===== src/sartb_pkg.sv =====
/*
 * constants, register layout and decode helpers for the sar converter
 * track and burst sequencer.
 * assumes one 100 MHz bus clock and 32-bit axi4-lite register access.
 */
package sartb_pkg;
  // ************************************************************
  // register byte offsets
  // ************************************************************
  localparam logic [7:0] OFS_CONTROL = 8'h00;
  localparam logic [7:0] OFS_CONFIG = 8'h04;
  localparam logic [7:0] OFS_TIMING = 8'h08;
  localparam logic [7:0] OFS_RESULT = 8'h0C;
  localparam logic [7:0] OFS_GREATER = 8'h10;
  localparam logic [7:0] OFS_LESS = 8'h14;
  // ************************************************************
  // control register fields
  // ************************************************************
  localparam int CTL_ENABLE = 7;
  localparam int CTL_BURST = 6;
  localparam int CTL_EOC = 5;
  localparam int CTL_BUSY = 4;
  localparam int CTL_WINDOW = 3;
  localparam int CTL_SRC_LSB = 0;
  // ************************************************************
  // config register fields
  // ************************************************************
  localparam int CFG_DIV_LSB = 3;
  localparam int CFG_EIGHT = 2;
  localparam int CFG_LPTRACK = 1;
  localparam int CFG_GAIN = 0;
  // ************************************************************
  // timing register fields
  // ************************************************************
  localparam int TIM_PWR_LSB = 0;
  localparam int TIM_TRK_LSB = 4;
  localparam int TIM_RPT_LSB = 8;
  localparam logic [31:0] TIMING_RESET = 32'h00000022;
  localparam logic [31:0] THRESH_LESS_RESET = 32'h0000FFFF;
  // ************************************************************
  // start sources and timing
  // ************************************************************
  localparam logic [2:0] SRC_SOFTWARE = 3'h0;
  localparam logic [2:0] SRC_TIMER0 = 3'h1;
  localparam logic [2:0] SRC_TIMER2 = 3'h2;
  localparam logic [2:0] SRC_TIMER3 = 3'h3;
  localparam logic [4:0] LP_TRACK_TICKS = 5'h03;
  localparam logic [3:0] SAR_TOP_BIT = 4'h9;
  localparam logic [3:0] SAR_LOW_BIT_8 = 4'h2;
  localparam logic [3:0] SAR_LOW_BIT_10 = 4'h0;
  localparam int BURST_CLOCK_MHZ = 20;
  typedef enum {ST_IDLE, ST_POWERUP, ST_TRACK, ST_CONVERT} sartb_state_t;
  // repeat count code: 0 1x, 1 4x, 2 8x, 3 16x, 4 32x, others 64x
  function automatic logic [6:0] repeat_count(input logic [2:0] code);
    case (code)
      3'h0: repeat_count = 7'h01;
      3'h1: repeat_count = 7'h04;
      3'h2: repeat_count = 7'h08;
      3'h3: repeat_count = 7'h10;
      3'h4: repeat_count = 7'h20;
      default: repeat_count = 7'h40;
    endcase
  endfunction : repeat_count
endpackage : sartb_pkg


===== src/sartb_sequencer.sv =====
/*
 * sar converter track and burst sequencer with axi4-lite registers.
 * assumes the analog comparator output is valid one conversion tick after
 * a new trial code, and that the burst oscillator arrives as a one-cycle
 * enable pulse synchronous to aclk.
 */
// The AXI4-Lite interface to the registers and the register offsets were left to the implementer.
`timescale 1ns/1ps
`default_nettype none
module sartb_sequencer #(
  parameter int ADDR_W = 8
) (
  input wire logic aclk,
  input wire logic aresetn,
  input wire logic [ADDR_W-1:0] s_axi_awaddr,
  input wire logic s_axi_awvalid,
  output logic s_axi_awready,
  input wire logic [31:0] s_axi_wdata,
  input wire logic [3:0] s_axi_wstrb,
  input wire logic s_axi_wvalid,
  output logic s_axi_wready,
  output logic [1:0] s_axi_bresp,
  output logic s_axi_bvalid,
  input wire logic s_axi_bready,
  input wire logic [ADDR_W-1:0] s_axi_araddr,
  input wire logic s_axi_arvalid,
  output logic s_axi_arready,
  output logic [31:0] s_axi_rdata,
  output logic [1:0] s_axi_rresp,
  output logic s_axi_rvalid,
  input wire logic s_axi_rready,
  input wire logic burst_osc_tick,
  input wire logic timer0_overflow,
  input wire logic timer2_overflow,
  input wire logic timer3_overflow,
  input wire logic external_start_pin,
  input wire logic standby_sleep,
  input wire logic sar_compare,
  output logic [9:0] sar_trial,
  output logic track_enable,
  output logic power_on,
  output logic gain_half,
  output logic convert_active
);
  // ************************************************************
  // registers and state
  // ************************************************************
  logic converter_enable;
  logic burst_mode_enable;
  logic end_of_conversion_flag;
  logic window_compare_flag;
  logic [2:0] start_source_select;
  logic [4:0] conversion_clock_divider;
  logic eight_bit_mode_enable;
  logic low_power_track_select;
  logic gain_select;
  logic [3:0] power_up_time_setting;
  logic [3:0] burst_track_time_setting;
  logic [2:0] repeat_code;
  logic [15:0] result;
  logic [15:0] thresh_greater;
  logic [15:0] thresh_less;
  sartb_pkg::sartb_state_t state;
  logic [4:0] div_cnt;
  logic [4:0] wait_left;
  logic [3:0] bit_idx;
  logic [9:0] sar_code;
  logic [15:0] acc;
  logic [6:0] conv_cnt;
  logic pin_prev;
  logic aw_held;
  logic w_held;
  logic [ADDR_W-1:0] aw_addr;
  logic [31:0] w_data;
  logic [3:0] w_strb;
  // ************************************************************
  // combinational terms
  // ************************************************************
  logic do_write;
  logic wr_control;
  logic wr_config;
  logic wr_timing;
  logic wr_greater;
  logic wr_less;
  logic map_hit_w;
  logic pin_rise;
  logic start_req;
  logic conv_tick;
  logic bit_done;
  logic [9:0] next_code;
  logic [15:0] next_acc;
  logic last_conv;
  logic [4:0] burst_track_len;
  logic [3:0] low_bit;

  function automatic logic hit(input logic [ADDR_W-1:0] a,
                               input logic [7:0] ofs);
    hit = (a[7:0] == ofs);
  endfunction : hit

  function automatic logic [31:0] merge(input logic [31:0] old,
                                        input logic [31:0] data,
                                        input logic [3:0] strb);
    logic [31:0] m;
    m = old;
    for (int i = 0; i < 4; i++)
    begin
      if (strb[i])
      begin
        m[i*8 +: 8] = data[i*8 +: 8];
      end
    end
    merge = m;
  endfunction : merge

  // merged words are staged here, a call result cannot be part-selected
  logic [31:0] timing_word;
  logic [31:0] greater_word;
  logic [31:0] less_word;
  assign timing_word = merge({21'h000000, repeat_code,
    burst_track_time_setting, power_up_time_setting}, w_data, w_strb);
  assign greater_word = merge({16'h0000, thresh_greater}, w_data, w_strb);
  assign less_word = merge({16'h0000, thresh_less}, w_data, w_strb);

  assign do_write = aw_held && w_held && !s_axi_bvalid;
  assign wr_control = do_write && hit(aw_addr, sartb_pkg::OFS_CONTROL)
    && w_strb[0];
  assign wr_config = do_write && hit(aw_addr, sartb_pkg::OFS_CONFIG);
  assign wr_timing = do_write && hit(aw_addr, sartb_pkg::OFS_TIMING);
  assign wr_greater = do_write && hit(aw_addr, sartb_pkg::OFS_GREATER);
  assign wr_less = do_write && hit(aw_addr, sartb_pkg::OFS_LESS);
  assign map_hit_w = hit(aw_addr, sartb_pkg::OFS_CONTROL)
    || hit(aw_addr, sartb_pkg::OFS_CONFIG)
    || hit(aw_addr, sartb_pkg::OFS_TIMING)
    || hit(aw_addr, sartb_pkg::OFS_RESULT)
    || hit(aw_addr, sartb_pkg::OFS_GREATER)
    || hit(aw_addr, sartb_pkg::OFS_LESS);

  assign pin_rise = external_start_pin && !pin_prev;
  always_comb
  begin
    case (start_source_select)
      sartb_pkg::SRC_SOFTWARE:
        start_req = wr_control && s_axi_wdata_busy(w_data);
      sartb_pkg::SRC_TIMER0: start_req = timer0_overflow;
      sartb_pkg::SRC_TIMER2: start_req = timer2_overflow;
      sartb_pkg::SRC_TIMER3: start_req = timer3_overflow;
      default: start_req = pin_rise;
    endcase
  end

  function automatic logic s_axi_wdata_busy(input logic [31:0] d);
    s_axi_wdata_busy = d[sartb_pkg::CTL_BUSY];
  endfunction : s_axi_wdata_busy

  // one-cycle conversion tick; burst mode divides the burst oscillator
  assign conv_tick = (burst_mode_enable ? burst_osc_tick : 1'b1)
    && (div_cnt == conversion_clock_divider);
  assign low_bit = eight_bit_mode_enable ? sartb_pkg::SAR_LOW_BIT_8
    : sartb_pkg::SAR_LOW_BIT_10;
  assign bit_done = (state == sartb_pkg::ST_CONVERT) && conv_tick;
  assign next_code = sar_compare ? sar_trial : sar_code;
  assign next_acc = acc + {6'h00, next_code};
  assign last_conv = (conv_cnt + 7'h01)
    == sartb_pkg::repeat_count(repeat_code);
  // low-power tracking stacks 3 extra ticks on the track setting
  assign burst_track_len = {1'b0, burst_track_time_setting}
    + (low_power_track_select ? sartb_pkg::LP_TRACK_TICKS : 5'h00);

  // ************************************************************
  // axi4-lite write channel
  // ************************************************************
  assign s_axi_awready = !aw_held && !s_axi_bvalid;
  assign s_axi_wready = !w_held && !s_axi_bvalid;
  always_ff @(posedge aclk)
  begin
    if (!aresetn)
    begin
      aw_held <= 1'b0;
      w_held <= 1'b0;
      aw_addr <= '0;
      w_data <= 32'h00000000;
      w_strb <= 4'h0;
      s_axi_bvalid <= 1'b0;
      s_axi_bresp <= 2'h0;
    end
    else
    begin
      if (s_axi_awvalid && s_axi_awready)
      begin
        aw_held <= 1'b1;
        aw_addr <= s_axi_awaddr;
      end
      if (s_axi_wvalid && s_axi_wready)
      begin
        w_held <= 1'b1;
        w_data <= s_axi_wdata;
        w_strb <= s_axi_wstrb;
      end
      if (do_write)
      begin
        aw_held <= 1'b0;
        w_held <= 1'b0;
        s_axi_bvalid <= 1'b1;
        s_axi_bresp <= map_hit_w ? 2'h0 : 2'h2;
      end
      else if (s_axi_bready)
      begin
        s_axi_bvalid <= 1'b0;
      end
    end
  end

  // ************************************************************
  // axi4-lite read channel
  // ************************************************************
  assign s_axi_arready = !s_axi_rvalid;
  always_ff @(posedge aclk)
  begin
    if (!aresetn)
    begin
      s_axi_rvalid <= 1'b0;
      s_axi_rdata <= 32'h00000000;
      s_axi_rresp <= 2'h0;
    end
    else if (s_axi_arvalid && s_axi_arready)
    begin
      s_axi_rvalid <= 1'b1;
      s_axi_rresp <= 2'h0;
      s_axi_rdata <= 32'h00000000;
      if (hit(s_axi_araddr, sartb_pkg::OFS_CONTROL))
        s_axi_rdata[7:0] <= {converter_enable, burst_mode_enable,
          end_of_conversion_flag, state != sartb_pkg::ST_IDLE,
          window_compare_flag, start_source_select};
      else if (hit(s_axi_araddr, sartb_pkg::OFS_CONFIG))
        s_axi_rdata[7:0] <= {conversion_clock_divider,
          eight_bit_mode_enable, low_power_track_select, gain_select};
      else if (hit(s_axi_araddr, sartb_pkg::OFS_TIMING))
        s_axi_rdata[10:0] <= {repeat_code, burst_track_time_setting,
          power_up_time_setting};
      else if (hit(s_axi_araddr, sartb_pkg::OFS_RESULT))
        s_axi_rdata[15:0] <= result;
      else if (hit(s_axi_araddr, sartb_pkg::OFS_GREATER))
        s_axi_rdata[15:0] <= thresh_greater;
      else if (hit(s_axi_araddr, sartb_pkg::OFS_LESS))
        s_axi_rdata[15:0] <= thresh_less;
      else
        s_axi_rresp <= 2'h2;
    end
    else if (s_axi_rready)
    begin
      s_axi_rvalid <= 1'b0;
    end
  end

  // ************************************************************
  // software settings
  // ************************************************************
  always_ff @(posedge aclk)
  begin
    if (!aresetn)
    begin
      converter_enable <= 1'b0;
      burst_mode_enable <= 1'b0;
      start_source_select <= sartb_pkg::SRC_SOFTWARE;
      conversion_clock_divider <= 5'h1F;
      eight_bit_mode_enable <= 1'b0;
      low_power_track_select <= 1'b0;
      gain_select <= 1'b0;
      {repeat_code, burst_track_time_setting, power_up_time_setting}
        <= sartb_pkg::TIMING_RESET[10:0];
      thresh_greater <= 16'h0000;
      thresh_less <= sartb_pkg::THRESH_LESS_RESET[15:0];
    end
    else
    begin
      if (wr_control)
      begin
        converter_enable <= w_data[sartb_pkg::CTL_ENABLE];
        burst_mode_enable <= w_data[sartb_pkg::CTL_BURST];
        start_source_select <= w_data[sartb_pkg::CTL_SRC_LSB +: 3];
      end
      if (wr_config && w_strb[0])
      begin
        conversion_clock_divider <= w_data[sartb_pkg::CFG_DIV_LSB +: 5];
        eight_bit_mode_enable <= w_data[sartb_pkg::CFG_EIGHT];
        low_power_track_select <= w_data[sartb_pkg::CFG_LPTRACK];
        gain_select <= w_data[sartb_pkg::CFG_GAIN];
      end
      if (wr_timing)
        {repeat_code, burst_track_time_setting, power_up_time_setting}
          <= timing_word[10:0];
      if (wr_greater)
        thresh_greater <= greater_word[15:0];
      if (wr_less)
        thresh_less <= less_word[15:0];
    end
  end

  // ************************************************************
  // conversion clock divider and pin edge
  // ************************************************************
  always_ff @(posedge aclk)
  begin
    if (!aresetn)
    begin
      div_cnt <= 5'h00;
      pin_prev <= 1'b0;
    end
    else
    begin
      pin_prev <= external_start_pin;
      if (conv_tick)
        div_cnt <= 5'h00;
      else if (!burst_mode_enable || burst_osc_tick)
        div_cnt <= div_cnt + 5'h01;
    end
  end

  // ************************************************************
  // sequencer
  // ************************************************************
  always_ff @(posedge aclk)
  begin
    if (!aresetn)
    begin
      state <= sartb_pkg::ST_IDLE;
      wait_left <= 5'h00;
      bit_idx <= sartb_pkg::SAR_TOP_BIT;
      sar_code <= 10'h000;
      sar_trial <= 10'h000;
      acc <= 16'h0000;
      conv_cnt <= 7'h00;
      result <= 16'h0000;
    end
    else
    begin
      case (state)
        sartb_pkg::ST_IDLE:
          // starts only land here, so a running series is never restarted
          if (start_req && (converter_enable || burst_mode_enable))
          begin
            if (burst_mode_enable && !converter_enable)
            begin
              state <= sartb_pkg::ST_POWERUP;
              wait_left <= {1'b0, power_up_time_setting};
            end
            else if (burst_mode_enable)
            begin
              state <= sartb_pkg::ST_TRACK;
              wait_left <= burst_track_len;
            end
            else if (low_power_track_select
                     && start_source_select[2])
            begin
              // the pin was low while tracking; its rise starts the hold
              state <= sartb_pkg::ST_CONVERT;
            end
            else if (low_power_track_select)
            begin
              state <= sartb_pkg::ST_TRACK;
              wait_left <= sartb_pkg::LP_TRACK_TICKS;
            end
            else
            begin
              state <= sartb_pkg::ST_CONVERT;
            end
            bit_idx <= sartb_pkg::SAR_TOP_BIT;
            sar_code <= 10'h000;
            sar_trial <= 10'h200;
          end
        sartb_pkg::ST_POWERUP:
          if (wait_left == 5'h00)
          begin
            state <= sartb_pkg::ST_TRACK;
            wait_left <= burst_track_len;
          end
          else if (conv_tick)
            wait_left <= wait_left - 5'h01;
        sartb_pkg::ST_TRACK:
          if (wait_left == 5'h00)
            state <= sartb_pkg::ST_CONVERT;
          else if (conv_tick)
            wait_left <= wait_left - 5'h01;
        sartb_pkg::ST_CONVERT:
          if (bit_done)
          begin
            sar_code <= next_code;
            // one tick per bit; 8-bit mode stops two bits early
            if (bit_idx == low_bit)
            begin
              sar_trial <= next_code;
              if (last_conv)
              begin
                result <= next_acc;
                acc <= 16'h0000;
                conv_cnt <= 7'h00;
                state <= sartb_pkg::ST_IDLE;
              end
              else
              begin
                acc <= next_acc;
                conv_cnt <= conv_cnt + 7'h01;
                if (burst_mode_enable && !start_source_select[2])
                begin
                  state <= sartb_pkg::ST_TRACK;
                  wait_left <= burst_track_len;
                  bit_idx <= sartb_pkg::SAR_TOP_BIT;
                  sar_code <= 10'h000;
                  sar_trial <= 10'h200;
                end
                else
                  state <= sartb_pkg::ST_IDLE;
              end
            end
            else
            begin
              bit_idx <= bit_idx - 4'h1;
              sar_trial <= next_code | (10'h001 << (bit_idx - 4'h1));
            end
          end
        default: state <= sartb_pkg::ST_IDLE;
      endcase
    end
  end

  // ************************************************************
  // flags: a hardware set beats a software clear in the same cycle
  // ************************************************************
  logic series_done;
  logic window_hit;
  assign series_done = bit_done && (bit_idx == low_bit) && last_conv;
  assign window_hit = (next_acc > thresh_greater)
    && (next_acc < thresh_less);
  always_ff @(posedge aclk)
  begin
    if (!aresetn)
    begin
      end_of_conversion_flag <= 1'b0;
      window_compare_flag <= 1'b0;
    end
    else
    begin
      if (series_done)
        end_of_conversion_flag <= 1'b1;
      else if (wr_control)
        end_of_conversion_flag <= w_data[sartb_pkg::CTL_EOC];
      if (series_done && window_hit)
        window_compare_flag <= 1'b1;
      else if (wr_control)
        window_compare_flag <= w_data[sartb_pkg::CTL_WINDOW];
    end
  end

  // ************************************************************
  // analog controls
  // ************************************************************
  always_comb
  begin
    if (standby_sleep)
      track_enable = 1'b0;
    else if (burst_mode_enable)
      track_enable = (state == sartb_pkg::ST_TRACK);
    else if (low_power_track_select && start_source_select[2])
      track_enable = converter_enable && !external_start_pin
        && (state == sartb_pkg::ST_IDLE);
    else if (low_power_track_select)
      track_enable = (state == sartb_pkg::ST_TRACK);
    else
      track_enable = converter_enable
        && (state != sartb_pkg::ST_CONVERT);
  end
  // burst with enable low powers down in idle, so only wakes on a start
  assign power_on = converter_enable
    || (burst_mode_enable && state != sartb_pkg::ST_IDLE);
  assign gain_half = gain_select;
  assign convert_active = (state == sartb_pkg::ST_CONVERT);
endmodule : sartb_sequencer
`default_nettype wire


===== config.mk =====
export PLATFORM = sky130hd
export DESIGN_NAME = sartb_sequencer
export DESIGN_NICKNAME = d
export VERILOG_FILES = /design/src/sartb_pkg.sv /design/src/sartb_sequencer.sv
export SDC_FILE = /design/constraint.sdc
export NUM_CORES = 1
export LEC_CHECK = 0
export ABC_CLOCK_PERIOD_IN_PS = 4580
export BUFFER_PORTS_ARGS = -buffer_cell sky130_fd_sc_hd__buf_2
export CAP_MARGIN = 0
export CELL_PAD_IN_SITES_DETAIL_PLACEMENT = 0
export CELL_PAD_IN_SITES_GLOBAL_PLACEMENT = 2
export CORE_MARGIN = 2
export CORE_UTILIZATION = 31
export CTS_CLUSTER_SIZE = 16
export DETAILED_ROUTE_END_ITERATION = 8
export GPL_TIMING_DRIVEN = 0
export PLACE_DENSITY_LB_ADDON = 0.12
export SETUP_SLACK_MARGIN = 0.3
export SYNTH_ARGS = -nofsm -noshare
export SYNTH_HDL_FRONTEND = slang
export SYNTH_SLANG_ARGS = --single-unit

===== constraint.sdc =====
create_clock -name aclk -period 4.58 [get_ports aclk]
set_input_delay 0.916 -clock aclk [delete_from_list [all_inputs] [get_ports aclk]]
set_output_delay 0.916 -clock aclk [all_outputs]
set_load 0.005 [all_outputs]

==> results.txt <==
The flow ran to the end, and the final reports show no timing, DRC or antenna violations. Counting instances in the post-synthesis netlist gives the leading cell types as sky130_fd_sc_hd__dfxtp_1, sky130_fd_sc_hd__nand2_1, sky130_fd_sc_hd__a21oi_1. After detailed routing, the number of remaining DRC violations is 0.

After synthesis, the largest family of logic cells by area is compound AO/OA/AOI/OAI gates. 0 antenna diodes ended up in the layout. For the wire length after detailed routing, the log shows 35200 um. For the max-slew violation total from the final report, the log shows 0. The critical path ends at window_compare_flag.

Ranked by total cell area, the synthesized netlist is headed by sky130_fd_sc_hd__dfxtp_1, sky130_fd_sc_hd__ha_1, sky130_fd_sc_hd__nand2_1, sky130_fd_sc_hd__a21oi_1, sky130_fd_sc_hd__mux2i_1. The clock passes through at most 2 buffers. The simple-gate share of the synthesized area is 0.204.

Setup slack on the worst reg-to-reg path comes out at 0.86 ns. The die covers 34200 um2. The register bit total from synthesis was 182. For the sequential fraction of the synthesis area, the log shows 0.359. The floorplan step set the die height to 185 um.

The maximum number of pins on one net before global-route repair is 19, and the slew of the pin with the lowest slew margin is 1.12 ns. The detailed router placed 9302 vias in this run. The initial antenna violation count is 1. Synthesis produced a netlist whose cell count is 1266. For the max-capacitance violation count, the log shows 0.

The Yosys step of the flow raised 0 warnings. The sequential standard cell area was 3640 um2; the number of global-route vias before repair was 9057. Clock-pin slew was measured on the worst setup and hold paths at 0.08 ns. The run gives 0.46 ns as the later-pin clock latency in the skew report. The run gives 0.805 as the final weighted congestion in routability-driven placement. The number of enable flip-flop cells after synthesis came out at 0. In this run the horizontal extent of the chip is 185 um. Pin placement for this block handled 121 I/O pins. Setup slack on the critical path of the routed design comes to 0.545 ns. The post-synthesis adder-cell area fraction works out to 0.0718. Once detail routing completed, the nets flagged for antenna violations numbered 0. Subtracting the final worst setup slack from the clock period gives 4.04 ns. The region available for standard cell placement spans 32400 um2. The post-synthesis async set-or-reset flop share is 0, and the setup slack at placement is -0.381 ns. The tools report the combined area of all synthesized cells as 10100 um2.

The number of fill cells came out at 3499. For this run, the post-layout net count is 1511. The area added between synthesis and finish was 16.9%.

Dividing total power by cell area gives a power density of 341 nW/um2. Summed over all failing endpoints, the final setup total negative slack is 0 ns. The share of final-layout standard cells stronger than drive strength 1 is 0.133.

TritonCTS built the clock tree. Before antenna repair, the detailed router went through 5 iterations. Static timing analysis puts the maximum clock frequency at 248 MHz.

The multiplexer share of the synthesized area was 0.0618. Of all nets on the critical path, the largest fanout is 10. For the worst flop-to-flop path, the logic depth is 16. The final-report hold violation count is 0. The floorplan has 66 rows.

Clock skew on the completed layout was measured at 0.0146 ns. In the post-synthesis netlist, the cell with the most instances is sky130_fd_sc_hd__dfxtp_1. Global-route wire length before repair: 53800 um.

The port buffer count was 83. Parity-gate share of the synthesized area counting xor and xnor cells: 0.0247. The startpoint identified for the worst register-to-register timing path is sar_trial[0].

TritonCTS created 17 clock buffers. The top-area cell type share of the netlist area came out at 0.359. The endpoint arrival time on the critical path is 4.37 ns. In this run the worst setup path begins at sar_compare. STA classifies the critical path startpoint as an input port. The most used flip-flop cell after synthesis is sky130_fd_sc_hd__dfxtp_1. Number of vias per cell after detailed routing: 5.05. sky130_fd_sc_hd__dfxtp_1 takes more of the synthesized area than any other cell.

The logs give 0.276 mV for the worst IR drop on VDD and 5990 um2 for the footprint of the multi-input gates. The worst setup path is captured at a flop. Class of the tightest hold or removal check: flop to flop. Worst slew margin relative to its limit: 0.250. After detailed routing, the average wire length per cell comes to 19.1 um.

Averaged over all synthesized cells, the footprint is 8.01 um2. The fraction of the mapped netlist area in compound gates was 0.213; the remaining global-route overflow was 0. HPWL after detailed placement: 26800 um. Count of distinct cell types in the synthesized netlist: 73. The number of design-rule violations left by the first detailed-router iteration is 630. The finished cells cover 11900 um2.

The logs give 11200 um2 for the post-detailed-placement cell area and 4.91 ns for the worst path required time. Setup repair after global routing left no endpoint under its margin. The overall fraction of global-route tracks in use is 0.210. The worst register-to-register path ends at window_compare_flag. CTS saw 182 sinks. The setup path with the least slack is of type input port to flop. The initial core utilization came out at 0.313.

The share of the core filled with cells is 0.366, and the static power due to leakage is 4.84 nW. The tools report the clock root buffer as sky130_fd_sc_hd__clkbuf_16. The post-route fraction of the period consumed by the critical path was 0.881; the number of levels the H-tree was split into was 4.

Setup violations remaining at the end of the flow were counted as 0.
-- where the power goes --
group          internal [mW]  switching (mW)  leakage, nW
Combinational          0.311           0.537         3.09
Sequential              1.65          0.0697         1.48
Clock                  0.721           0.755        0.274
Total                   2.68            1.36         4.84
-- through the flow --
stage	hold WS (ns)	cells	power, mW
CTS	0.457	1839	4.09
floorplan	0.429	1283	2.30
finish	0.455	1842	4.04
detailed placement	0.446	1808	2.60
global placement	0.444	1808	2.60
global route	0.471	1842	4.26
-- layout by cell type (no fill, tap or decap), drive strengths merged, types with 14 or more instances in the layout --
master / instances
dfxtp: 182
nand2: 178
buf: 121
a21oi: 116
nor2: 111
inv: 71
clkbuf: 71
o21ai: 70
ha: 55
mux2i: 48
nand3: 48
o211ai: 23
nor3: 20
conb: 18
nand4: 15
xnor2: 14
nor2b: 14
-- cells by family after synthesis --
family	count (synthesis)
buffers and inverters	152
XOR/XNOR	27
AO/OA/AOI/OAI	335
other	1
adder cells (fa/ha/maj)	57
flip-flops	182
AND/OR/NAND/NOR	451
multiplexers	61
-- flip-flops by register name, summed over array words and instances, names as in the netlist, 4 cells and up --
name                      count
aw_addr                       8
burst_track_time_setting      4
power_up_time_setting         4
acc                          16
thresh_less                  16
s_axi_rdata                  16
wait_left                     5
sar_trial                    10
thresh_greater               16
conversion_clock_divider      5
bit_idx                       4
conv_cnt                      7
div_cnt                       5
result                       16
sar_code                     10
w_data                       16
-- worst min path at each step --
stage	end	cells past startpoint	slack (ns)	startpoint
6_report	result[9]	2	0.46	result[9]
5_1_grt	acc[15]	2	0.47	acc[15]
3_5_place_dp	result[9]	2	0.45	result[9]
4_1_cts	result[9]	2	0.46	result[9]
2_1_floorplan	sar_code[0]	1	0.43	sar_code[0]
3_3_place_gp	acc[8]	2	0.44	acc[8]
-- cell type report --
cell class                 count  area share
clock buffer                  17      0.0359
clock inverter                14      0.0113
multi-input combinational    949       0.505
timing repair buffer          86      0.0370
tap                          442      0.0467
buffer                        89      0.0364
sequential                   182       0.307
inverter                      63      0.0200
-- routing by layer --
layer	vias up	track usage	wire length [um]
met5	-	0	0
met1	4403	0.288	17300
li1	4707	-	-
met4	0	0.0546	602
met2	169	0.342	16200
met3	23	0.0330	1090
-- what timing repair did --
action / CTS / global route
hold buffers: 0 / 0
pin swaps: 0 / 7
gates resized for setup: 4 / 18
buffers inserted: 0 / 3
setup endpoints to repair: 1 / 1
-- worst max-delay path, stage by stage --
cell and delay (ns):
sky130_fd_sc_hd__clkbuf_4 0.19, sky130_fd_sc_hd__mux2_4 0.25, sky130_fd_sc_hd__ha_2 0.20, sky130_fd_sc_hd__inv_1 0.06, sky130_fd_sc_hd__fa_1 0.41, sky130_fd_sc_hd__nor2b_2 0.17, sky130_fd_sc_hd__o2111ai_2 0.15, sky130_fd_sc_hd__nand3_2 0.15
sky130_fd_sc_hd__a41oi_4 0.18, sky130_fd_sc_hd__or3_4 0.44, sky130_fd_sc_hd__nand2_1 0.12, sky130_fd_sc_hd__ha_1 0.25, sky130_fd_sc_hd__a21o_1 0.16, sky130_fd_sc_hd__a21oi_1 0.24, sky130_fd_sc_hd__o31ai_1 0.12, sky130_fd_sc_hd__o31ai_1 0.26
sky130_fd_sc_hd__o31ai_1 0.11
(Power assumes the default switching activity.)
